File: config.mk
export PLATFORM = sky130hd
export DESIGN_NAME = tgo_timer_group
export DESIGN_NICKNAME = d
export VERILOG_FILES = /design/src/rtl/tgo_pkg.sv /design/src/rtl/tgo_timer_group.sv
export SDC_FILE = /design/constraint.sdc
export NUM_CORES = 1
export LEC_CHECK = 0
export BUFFER_PORTS_ARGS = -buffer_cell sky130_fd_sc_hd__buf_2
export CELL_PAD_IN_SITES_DETAIL_PLACEMENT = 0
export CELL_PAD_IN_SITES_GLOBAL_PLACEMENT = 2
export CORE_MARGIN = 2
export CORE_UTILIZATION = 35
export CTS_BUF_LIST = sky130_fd_sc_hd__clkbuf_2 sky130_fd_sc_hd__clkbuf_4 sky130_fd_sc_hd__clkbuf_8
export CTS_CLUSTER_DIAMETER = 120
export DETAILED_ROUTE_END_ITERATION = 10
export MAX_ROUTING_LAYER = met4
export PLACE_DENSITY = 0.75
export SYNTH_ARGS = -nofsm -noshare
export SYNTH_HDL_FRONTEND = slang
export SYNTH_SLANG_ARGS = --single-unit
File: constraint.sdc
create_clock -name clock -period 7.5 [get_ports clock]
set_input_delay 1.875 -clock clock [delete_from_list [all_inputs] [get_ports clock]]
set_output_delay 1.875 -clock clock [all_outputs]
set_load 0.005 [all_outputs]
File: src/rtl/tgo_pkg.sv
package tgo_pkg;
  // ------------------------------------------------------------
  // register byte offsets
  // ------------------------------------------------------------
  localparam logic [11:0] OFS_CORE_CTRL = 12'h000;
  localparam logic [11:0] OFS_LOW_CTRL = 12'h004;
  localparam logic [11:0] OFS_HIGH_CTRL = 12'h008;
  localparam logic [11:0] OFS_CORE_CNT = 12'h00C;
  localparam logic [11:0] OFS_LOW_CNT = 12'h010;
  localparam logic [11:0] OFS_HIGH_CNT = 12'h014;
  localparam logic [11:0] OFS_CORE_IC = 12'h018;
  localparam logic [11:0] OFS_LOW_IC = 12'h01C;
  localparam logic [11:0] OFS_HIGH_IC = 12'h020;
  localparam logic [11:0] OFS_IRQ_STAT = 12'h024;
  localparam logic [11:0] OFS_IRQ_MASK = 12'h028;
  // ------------------------------------------------------------
  // control field positions
  // ------------------------------------------------------------
  localparam int CTL_PRE_LSB = 0;   // 3 bits prescaler select
  localparam int CTL_MODE_LSB = 3;  // 2 bits mode
  localparam int CTL_RUN = 5;
  localparam int CTL_DOWN = 6;
  localparam int CTL_EXTDIR = 7;
  localparam int CTL_OUTEN = 8;     // core only
  localparam int CTL_LATCH = 9;     // core only, latch value (read)
  localparam int CTL_ROLE_LSB = 8;  // aux only, 2 bits role
  localparam int CTL_TRIG_LSB = 10; // aux only, 2 bits reload trigger
  localparam int CTL_TLCLK = 12;    // aux only, count on latch edges
  localparam int IC_REQ = 0;
  localparam int IC_EN = 1;
  localparam int IC_PRI_LSB = 2;    // 4 bits priority
  localparam logic [15:0] CNT_RESET = 16'h0000;
  localparam logic [12:0] CTRL_RESET = 13'h0000;
  localparam logic [5:0] IC_RESET = 6'h00;
  // ------------------------------------------------------------
  // enumerations
  // ------------------------------------------------------------
  typedef enum logic [1:0] {
    MODE_TIMER = 2'b00,
    MODE_GATED = 2'b01,
    MODE_COUNTER = 2'b10,
    MODE_INCR = 2'b11
  } tgo_mode_t;
  typedef enum logic [1:0] {
    ROLE_NONE = 2'b00,
    ROLE_CAPTURE = 2'b01,
    ROLE_RELOAD = 2'b10
  } tgo_role_t;
  // reload trigger: pin edge, latch rise, latch fall, either latch edge
  typedef enum logic [1:0] {
    TRIG_PIN = 2'b00,
    TRIG_RISE = 2'b01,
    TRIG_FALL = 2'b10,
    TRIG_BOTH = 2'b11
  } tgo_trig_t;
endpackage

File: src/rtl/tgo_timer_group.sv
// Behaviour
// [RULE1] three independent 16-bit up/down counters, chainable via the latch
// [RULE2] each timer selects timer, gated, counter or incremental mode
// [RULE3] timer mode counts cpu clock divided by 8 to 1024, 3-bit code
// [RULE4] same prescaler for core gated mode and aux timer/gated modes
// [RULE5] counter mode advances on edges of the timer's input pin; the code counts rising edges only
// [RULE6] gated mode counts prescaled ticks only while gate pin is high
// [RULE7] one input pin per timer serves as gate or count clock
// [RULE8] direction from software bit, optionally flipped by direction pin
// [RULE9] incremental mode decodes pins as quadrature channels A and B
// [RULE10] core toggle latch inverts on every core overflow or underflow
// [RULE11] core toggle latch can drive an output pin
// [RULE12] core toggle latch may clock either aux timer
// [RULE13] aux timer as capture or reload register stops counting
// [RULE14] capture role copies core value on input pin transition
// [RULE15] reload role loads core on pin edge or chosen latch transition
// [RULE16] both aux timers may reload core on opposite latch edges
// [RULE17] per-timer interrupt control: request, enable, 16-level priority
// [RULE18] request flag set on wrap past all-ones or below zero
// [RULE19] reset: zero, stopped, up, timer mode, latch clear, roles off
//
// The placing of the registers and the APB interface to the registers are this design's own decisions.
`timescale 1ns/1ps
`default_nettype none
module tgo_timer_group
  import tgo_pkg::*;
(
  input wire logic clock,          // 10 MHz cpu clock
  input wire logic srst,           // synchronous reset, active high
  input wire logic psel,           // apb select
  input wire logic penable,        // apb access phase
  input wire logic pwrite,         // apb direction
  input wire logic [11:0] paddr,   // apb byte address
  input wire logic [31:0] pwdata,  // apb write data
  output logic [31:0] prdata,      // apb read data
  output logic pready,             // apb ready
  output logic pslverr,            // apb error, unmapped address
  input wire logic [2:0] timer_gate_count_input, // 0 low, 1 core, 2 high
  input wire logic [2:0] timer_direction_input,  // per-timer direction/B
  output logic toggle_latch_output_pin,          // core latch when enabled
  output logic [2:0] timer_irq_req,              // per-timer request flags gated by enable
  output logic [11:0] timer_irq_pri,             // 4-bit priority per timer
  output logic irq                               // unmasked status pending
);
  localparam int NT = 3;
  localparam int CORE = 1;
  // ------------------------------------------------------------
  // pin synchronisers: three stages, change taken when 2 and 3 agree
  // ------------------------------------------------------------
  logic [NT-1:0] in_s1, in_s2, in_s3, in_q;
  logic [NT-1:0] dir_s1, dir_s2, dir_s3, dir_q;
  // gate / count pins
  always_ff @(posedge clock) begin
    if (srst) begin
      in_s1 <= '0;
      in_s2 <= '0;
      in_s3 <= '0;
    end else begin
      in_s1 <= timer_gate_count_input;
      in_s2 <= in_s1;
      in_s3 <= in_s2;
    end
  end
  // direction / channel b pins
  always_ff @(posedge clock) begin
    if (srst) begin
      dir_s1 <= '0;
      dir_s2 <= '0;
      dir_s3 <= '0;
    end else begin
      dir_s1 <= timer_direction_input;
      dir_s2 <= dir_s1;
      dir_s3 <= dir_s2;
    end
  end
  // two stages must agree, so a one-cycle glitch never counts
  always_ff @(posedge clock) begin
    if (srst) begin
      in_q <= '0;
    end else begin
      for (int i = 0; i < NT; i++) begin
        if (in_s2[i] == in_s3[i])
          in_q[i] <= in_s3[i];
      end
    end
  end
  always_ff @(posedge clock) begin
    if (srst) begin
      dir_q <= '0;
    end else begin
      for (int i = 0; i < NT; i++) begin
        if (dir_s2[i] == dir_s3[i])
          dir_q[i] <= dir_s3[i];
      end
    end
  end
  // one-cycle delayed copies for edge detection
  logic [NT-1:0] in_d, dir_d;
  always_ff @(posedge clock) begin
    if (srst)
      in_d <= '0;
    else
      in_d <= in_q;
  end
  always_ff @(posedge clock) begin
    if (srst)
      dir_d <= '0;
    else
      dir_d <= dir_q;
  end
  // ------------------------------------------------------------
  // prescaler: free 10-bit divider, tick per selected factor
  // ------------------------------------------------------------
  logic [9:0] pre_cnt;
  always_ff @(posedge clock) begin
    if (srst)
      pre_cnt <= '0;
    else
      pre_cnt <= pre_cnt + 10'h001;
  end
  // factor 8 << sel: tick when the low (3+sel) bits are all ones
  function automatic logic pre_tick(input logic [2:0] sel,
                                    input logic [9:0] cnt);
    logic [9:0] m;
    m = 10'(10'h3FF >> (3'h7 - sel));
    return (cnt & m) == m; // see [RULE3]
  endfunction
  // ------------------------------------------------------------
  // registers
  // ------------------------------------------------------------
  logic [12:0] ctrl [NT];
  logic [15:0] cnt [NT];
  logic [5:0] icr [NT];
  logic [NT-1:0] irq_stat, irq_mask;
  logic core_latch, core_latch_d;
  logic wr_en, rd_en;
  assign wr_en = psel && penable && pwrite;
  assign rd_en = psel && penable && !pwrite;
  assign pready = 1'b1;
  // ------------------------------------------------------------
  // apb decode
  // ------------------------------------------------------------
  function automatic logic mapped(input logic [11:0] a);
    case (a)
      OFS_CORE_CTRL, OFS_LOW_CTRL, OFS_HIGH_CTRL,
      OFS_CORE_CNT, OFS_LOW_CNT, OFS_HIGH_CNT,
      OFS_CORE_IC, OFS_LOW_IC, OFS_HIGH_IC,
      OFS_IRQ_STAT, OFS_IRQ_MASK: return 1'b1;
      default: return 1'b0;
    endcase
  endfunction
  assign pslverr = psel && penable && !mapped(paddr);
  // slot of a per-timer register from its base, 0 core, 1 low, 2 high
  function automatic int unsigned tidx(input logic [11:0] a,
                                       input logic [11:0] base);
    return int'((a - base) >> 2);
  endfunction
  // interrupt control offset of timer i; same map as the read mux
  function automatic logic [11:0] ic_ofs(input int i);
    case (i)
      0: return OFS_LOW_IC;
      CORE: return OFS_CORE_IC;
      default: return OFS_HIGH_IC;
    endcase
  endfunction
  always_ff @(posedge clock) begin
    if (srst) begin
      for (int i = 0; i < NT; i++)
        ctrl[i] <= CTRL_RESET; // see [RULE19]
    end else if (wr_en) begin
      // order on the bus: core, low, high
      if (paddr == OFS_LOW_CTRL)
        ctrl[0] <= pwdata[12:0];
      if (paddr == OFS_CORE_CTRL)
        ctrl[CORE] <= {3'h0, pwdata[9:0]};
      if (paddr == OFS_HIGH_CTRL)
        ctrl[2] <= pwdata[12:0];
    end
  end
  // ------------------------------------------------------------
  // per-timer count enable and direction
  // ------------------------------------------------------------
  logic latch_rise, latch_fall;
  assign latch_rise = core_latch && !core_latch_d;
  assign latch_fall = !core_latch && core_latch_d;
  logic [NT-1:0] step, down;
  always_comb begin
    for (int i = 0; i < NT; i++) begin
      logic tk;
      logic ea, eb;
      tk = pre_tick(ctrl[i][CTL_PRE_LSB +: 3], pre_cnt);
      ea = in_q[i] ^ in_d[i];
      eb = dir_q[i] ^ dir_d[i];
      // see [RULE8]
      down[i] = ctrl[i][CTL_DOWN] ^ (ctrl[i][CTL_EXTDIR] & dir_q[i]);
      step[i] = 1'b0;
      unique case (tgo_mode_t'(ctrl[i][CTL_MODE_LSB +: 2])) // see [RULE2]
        MODE_TIMER: step[i] = tk; // see [RULE3]
        MODE_GATED: step[i] = tk && in_q[i]; // see [RULE4] see [RULE6]
        MODE_COUNTER: step[i] = in_q[i] && !in_d[i]; // see [RULE5] [RULE7]
        MODE_INCR: begin
          // x4 decode per edge of either channel, direction from phase
          step[i] = ea || eb; // see [RULE9]
          down[i] = ea ? (in_q[i] == dir_q[i]) : (in_q[i] != dir_q[i]);
        end
      endcase
      if (i != CORE && ctrl[i][CTL_TLCLK])
        step[i] = latch_rise || latch_fall; // see [RULE12]
      if (i != CORE && ctrl[i][CTL_ROLE_LSB +: 2] != ROLE_NONE)
        step[i] = 1'b0; // see [RULE13]
      if (!ctrl[i][CTL_RUN])
        step[i] = 1'b0;
    end
  end
  // ------------------------------------------------------------
  // capture / reload triggers
  // ------------------------------------------------------------
  function automatic logic reload_hit(input logic [12:0] c,
                                      input logic pin_edge,
                                      input logic lr, input logic lf);
    if (tgo_role_t'(c[CTL_ROLE_LSB +: 2]) != ROLE_RELOAD)
      return 1'b0;
    unique case (tgo_trig_t'(c[CTL_TRIG_LSB +: 2]))
      TRIG_PIN: return pin_edge;
      TRIG_RISE: return lr; // see [RULE16]
      TRIG_FALL: return lf;
      TRIG_BOTH: return lr || lf;
    endcase
  endfunction
  logic [NT-1:0] pin_edge;
  assign pin_edge = in_q ^ in_d;
  logic rl_low, rl_high, cap_low, cap_high;
  assign rl_low = reload_hit(ctrl[0], pin_edge[0], latch_rise, latch_fall);
  assign rl_high = reload_hit(ctrl[2], pin_edge[2], latch_rise, latch_fall);
  assign cap_low = ctrl[0][CTL_ROLE_LSB +: 2] == ROLE_CAPTURE && pin_edge[0];
  assign cap_high = ctrl[2][CTL_ROLE_LSB +: 2] == ROLE_CAPTURE &&
                    pin_edge[2];
  // ------------------------------------------------------------
  // counters
  // ------------------------------------------------------------
  logic [NT-1:0] wrap;
  always_comb begin
    for (int i = 0; i < NT; i++)
      wrap[i] = step[i] && (down[i] ? cnt[i] == 16'h0000
                                    : cnt[i] == 16'hFFFF); // see [RULE18]
  end
  always_ff @(posedge clock) begin
    if (srst) begin
      for (int i = 0; i < NT; i++)
        cnt[i] <= CNT_RESET; // see [RULE19]
    end else begin
      for (int i = 0; i < NT; i++) begin
        if (step[i])
          cnt[i] <= down[i] ? cnt[i] - 16'h0001
                            : cnt[i] + 16'h0001; // see [RULE1]
      end
      // reload wins over capture and counting; low before high
      if (rl_low)
        cnt[CORE] <= cnt[0]; // see [RULE15]
      else if (rl_high)
        cnt[CORE] <= cnt[2]; // see [RULE15]
      if (cap_low)
        cnt[0] <= cnt[CORE]; // see [RULE14]
      if (cap_high)
        cnt[2] <= cnt[CORE]; // see [RULE14]
      if (wr_en && paddr == OFS_LOW_CNT)
        cnt[0] <= pwdata[15:0];
      if (wr_en && paddr == OFS_CORE_CNT)
        cnt[CORE] <= pwdata[15:0];
      if (wr_en && paddr == OFS_HIGH_CNT)
        cnt[2] <= pwdata[15:0];
    end
  end
  // ------------------------------------------------------------
  // core toggle latch
  // ------------------------------------------------------------
  // a wrap beats a software write of the latch bit
  always_ff @(posedge clock) begin
    if (srst) begin
      core_latch <= 1'b0; // see [RULE19]
    end else if (wrap[CORE]) begin
      core_latch <= !core_latch; // see [RULE10]
    end else if (wr_en && paddr == OFS_CORE_CTRL) begin
      core_latch <= pwdata[CTL_LATCH];
    end
  end
  always_ff @(posedge clock) begin
    if (srst)
      core_latch_d <= 1'b0;
    else
      core_latch_d <= core_latch;
  end
  logic core_latch_q_out;
  assign toggle_latch_output_pin = core_latch_q_out;
  always_ff @(posedge clock) begin
    if (srst)
      core_latch_q_out <= 1'b0;
    else
      core_latch_q_out <= core_latch && ctrl[CORE][CTL_OUTEN]; // see [RULE11]
  end
  // ------------------------------------------------------------
  // interrupt control: set wins over software clear
  // ------------------------------------------------------------
  always_ff @(posedge clock) begin
    if (srst) begin
      for (int i = 0; i < NT; i++)
        icr[i] <= IC_RESET;
    end else begin
      for (int i = 0; i < NT; i++) begin
        if (wr_en && paddr == ic_ofs(i))
          icr[i] <= pwdata[5:0];
        if (wrap[i])
          icr[i][IC_REQ] <= 1'b1; // see [RULE17] see [RULE18]
      end
    end
  end
  // sticky status, cleared by reading it; a new event in that cycle stays
  logic stat_rd;
  assign stat_rd = rd_en && paddr == OFS_IRQ_STAT;
  always_ff @(posedge clock) begin
    if (srst)
      irq_stat <= '0;
    else
      irq_stat <= (stat_rd ? '0 : irq_stat) | wrap;
  end
  always_ff @(posedge clock) begin
    if (srst)
      irq_mask <= '0;
    else if (wr_en && paddr == OFS_IRQ_MASK)
      irq_mask <= pwdata[NT-1:0];
  end
  assign irq = |(irq_stat & irq_mask);
  // ------------------------------------------------------------
  // per-timer interrupt outputs
  // ------------------------------------------------------------
  // priority only passed on; arbitration sits in the interrupt controller
  always_comb begin
    for (int i = 0; i < NT; i++) begin
      timer_irq_req[i] = icr[i][IC_REQ] && icr[i][IC_EN];
      timer_irq_pri[4*i +: 4] = icr[i][IC_PRI_LSB +: 4];
    end
  end
  // ------------------------------------------------------------
  // read mux
  // ------------------------------------------------------------
  always_comb begin
    prdata = 32'h0000_0000;
    if (rd_en) begin
      unique case (paddr)
        OFS_LOW_CTRL: prdata = {19'h0, ctrl[0]};
        OFS_CORE_CTRL: prdata = {22'h0, core_latch, ctrl[CORE][8:0]};
        OFS_HIGH_CTRL: prdata = {19'h0, ctrl[2]};
        OFS_LOW_CNT, OFS_CORE_CNT, OFS_HIGH_CNT:
          prdata = {16'h0, cnt[tidx(paddr, OFS_CORE_CNT) == 0 ? 1 :
                              tidx(paddr, OFS_CORE_CNT) == 1 ? 0 : 2]};
        OFS_LOW_IC: prdata = {26'h0, icr[0]};
        OFS_CORE_IC: prdata = {26'h0, icr[CORE]};
        OFS_HIGH_IC: prdata = {26'h0, icr[2]};
        OFS_IRQ_STAT: prdata = {29'h0, irq_stat};
        OFS_IRQ_MASK: prdata = {29'h0, irq_mask};
        default: prdata = 32'h0000_0000;
      endcase
    end
  end
endmodule
`default_nettype wire

==> results_dict.tcl <==
set metrics [dict create \
    status "finished, final reports clean" \
    htree_num_levels 4 \
    place.gp.congestion 0.9011 \
    placed_area_um2 10840 \
    synthesis.area_um2 10210 \
    postCtsHoldBufs 0 \
    grt_max_degree 46 \
    core.rowCount 62 \
    ctsResizeCount 0 \
    cp_max_fo 17 \
    drt-pass1-iter-count 5 \
    finalCritPeriodShare_pct 84.05 \
    yosys.area_share.simple_pct 20.96 \
    fin_skew_ns 0.01656 \
    synth_top_family_by_area "simple AND/OR/NAND/NOR gates" \
    hp-start "in_s1[2]$_SDFF_PP0_" \
    start_kind "primary input" \
    ant_nets 0 \
    r2r_slack_ns 3.31 \
    tightestPinTransition_ns 1.151 \
    wirelength_um 33470 \
    hpwlAfterDp_um 24880 \
    routedWlPerCell_um 21.15 \
    antenna_found_initial 0 \
    hold_viol 0 \
    clockRootBuffer "clkbuf_8" \
    synth_sequential_area_ratio_pct 39.23 \
    drtIter0Drc 851 \
    min_period_ns 6.303 \
    synth-main-ff-cell "edfxtp_1" \
    leakagePower_nw 4.470 \
    cts_max_path_buffers 2 \
    die_x_um 174.8 \
    ys_ff_latch 150 \
    arrival_ns 4.43 \
    setup_viol 0 \
    cap_violations 0 \
    synth_area_per_cell_um2 8.984 \
    synth.area.top_cells "edfxtp_1 (29%), dfxtp_1 (9.8%), ha_1 (6.6%), nor2_1 (4.9%), a21oi_1 (3.6%)" \
    drive_gt1_share_pct 11.43 \
    cts-buffers-inserted 17 \
    grt_usage_pct 22.53 \
    synth_compound_area_share_pct 20.02 \
    synthesis.instances 1136 \
    cp_data_required_time_ns 5.62 \
    synth_top_area_share_pct 29.42 \
    hp-class "register to register" \
    ioPinCount 106 \
    holdPathStages 1 \
    min_to "in_s2[2]$_SDFF_PP0_" \
    overflow 0 \
    port_buffers 72 \
    die_area_um2 30540 \
    synthToLayoutAreaGrowth_pct 10.22 \
    vdd_ir_drop_max_mv 0.1201 \
    antenna_cells 0 \
    criticalPathCategory "primary input to output port" \
    synthAdderAreaFrac_pct 7.209 \
    synth_top_cell_by_area "edfxtp_1" \
    grt_pass1_vias 8389 \
    setup_tns_ns 0 \
    power_density_nw_per_um2 168.2 \
    total_power_mw 1.892 \
    relSlewSlack_pct 23.26 \
    synth.distinct_cells 66 \
    muxShareOfSynthArea_pct 3.776 \
    worstReg2RegStart "ctrl[0][17]$_DFFE_PP_" \
    fin_area_um2 11250 \
    core_um2 28700 \
    cts.sinks 150 \
    r2r_end "cnt[1][14]$_DFFE_PP_" \
    fillCellCount 2954 \
    async_reset_ff_share_pct 0 \
    max_freq_ghz 0.1586 \
    drc 0 \
    vias_per_cell 5.639 \
    nets 1298 \
    clk_latency_ns 0.47 \
    hold_slack_ns 0.4430 \
    r2r_cells 13 \
    synth_warnings 0 \
    synth-edff-count 100 \
    cts.clk_slew.worst_paths_ns 0.10 \
    initial_core_util_pct 35.56 \
    tritoncts "done" \
    drv_slew 0 \
    die_y_um 174.8 \
    grt_pass1_wl_um 51030 \
    vias 8927 \
    rsz0062_at_grt "false" \
    postCtsSetupBuffers 0 \
    yosys.area_share.xor_xnor_pct 3.261 \
    cp-end-kind "output port" \
]
==> layout make-up <==
cell class,count,area [um^2],area share (%)
clock buffer,17,234.0,2.080
clock inverter,15,178.9,1.590
inverter,37,138.9,1.235
multi-input combinational,889,5710,50.76
sequential,150,4004,35.59
tap,384,480.5,4.271
timing repair buffer,91,503.0,4.471
==> logic make-up (layout without fill, tap and decap cells) <==
| group | Yosys count | after routing |
|---|---|---|
| AOI/OAI and AO/OA | 309 | 309 |
| xor gates and xnor gates | 38 | 38 |
| adders and majority gates | 57 | 57 |
| buffers and inverters | 112 | 160 |
| DFF | 150 | 150 |
| muxes | 37 | 37 |
| other | 2 | 17 |
| and+or+nand+nor | 431 | 431 |
==> registers in the layout, indices dropped and copies added (netlist names), 10 cells and up <==
register,cells
ctrl,35
pre_cnt,10
icr,18
cnt,48
==> worst max-delay path by stage <==
stage	startpoint	to	slack, ns	cells past startpoint
after floorplan	paddr[8]	prdata[0]	1.96	9
after global placement	paddr[8]	prdata[8]	1.22	9
after detailed placement	paddr[8]	prdata[8]	1.19	9
after CTS	paddr[8]	prdata[8]	1.18	9
after global routing	paddr[8]	prdata[11]	1.00	9
final	paddr[8]	prdata[8]	1.20	9
==> Yosys cell counts (7+ instances only) <==
| cell type | count |
|---|---|
| inv_1 | 37 |
| o21ai_0 | 57 |
| nand4_1 | 28 |
| a21o_1 | 14 |
| a222oi_1 | 11 |
| buf_4 | 29 |
| o21a_1 | 10 |
| dfxtp_1 | 50 |
| a211o_1 | 12 |
| o211ai_1 | 7 |
| and2_1 | 22 |
| xnor2_1 | 24 |
| a22oi_1 | 19 |
| xor2_1 | 14 |
| mux2i_1 | 34 |
| nand3_1 | 34 |
| a221oi_1 | 8 |
| nand2_1 | 87 |
| nor2b_1 | 40 |
| ha_1 | 54 |
| a21oi_1 | 74 |
| nor3_1 | 14 |
| a211oi_1 | 16 |
| edfxtp_1 | 100 |
| nand2b_1 | 16 |
| nor2_1 | 132 |
| o31ai_1 | 7 |
| o21bai_1 | 8 |
| clkbuf_1 | 36 |
| a31oi_1 | 33 |
| nor4_1 | 15 |
| and3_1 | 8 |
| or3_1 | 12 |
==> cell usage in the layout, fill, tap and decap left out, drive strengths merged, types with 6 or more instances in the layout <==
cell type / n
xnor2: 24
a221oi: 8
mux2i: 34
inv: 45
a211o: 12
o31ai: 7
edfxtp: 100
a222oi: 11
a41oi: 6
a31oi: 33
a21oi: 74
nand4: 28
nand2b: 16
conb: 17
a22oi: 19
nor4: 17
nand3: 34
clkbuf: 17
a211oi: 16
and3: 8
nor2b: 40
o21a: 10
and2: 23
o211ai: 7
or3: 12
xor2: 14
o21ai: 57
nor2: 132
clkinv: 7
a21o: 14
buf: 91
nand2: 87
o21bai: 8
dfxtp: 50
ha: 54
nor3: 14
==> where the power goes <==
group	switching, mW	internal, mW	total, mW
Sequential	0.0450	0.913	0.958
Combinational	0.169	0.112	0.281
Clock	0.396	0.256	0.652
==> worst max-delay path, stage by stage <==
cell	delay [ns]
buf_2	0.10
nor4_2	0.31
nand2_1	0.13
or3_1	0.43
or2_1	0.52
buf_4	0.30
a211o_1	0.31
a21oi_1	0.27
buf_2	0.17
==> routing by layer <==
metal	global-route usage, %	share of wire, %
met5	-	0
met4	4.201	1.0
met3	2.720	4.0
met2	36.69	48
met1	30.46	47
==> through the flow <==
| step | setup WS, ns | utilization, % | instances |
|---|---|---|---|
| after floorplan | 1.960 | - | 1151 |
| after global placement | 1.222 | 37.76 | 1551 |
| after detailed placement | 1.193 | 37.76 | 1551 |
| after CTS | 1.183 | 39.19 | 1583 |
| after global routing | 1.004 | 39.19 | 1583 |
| final | 1.197 | 39.19 | 1583 |
(Power assumes the default switching activity.)
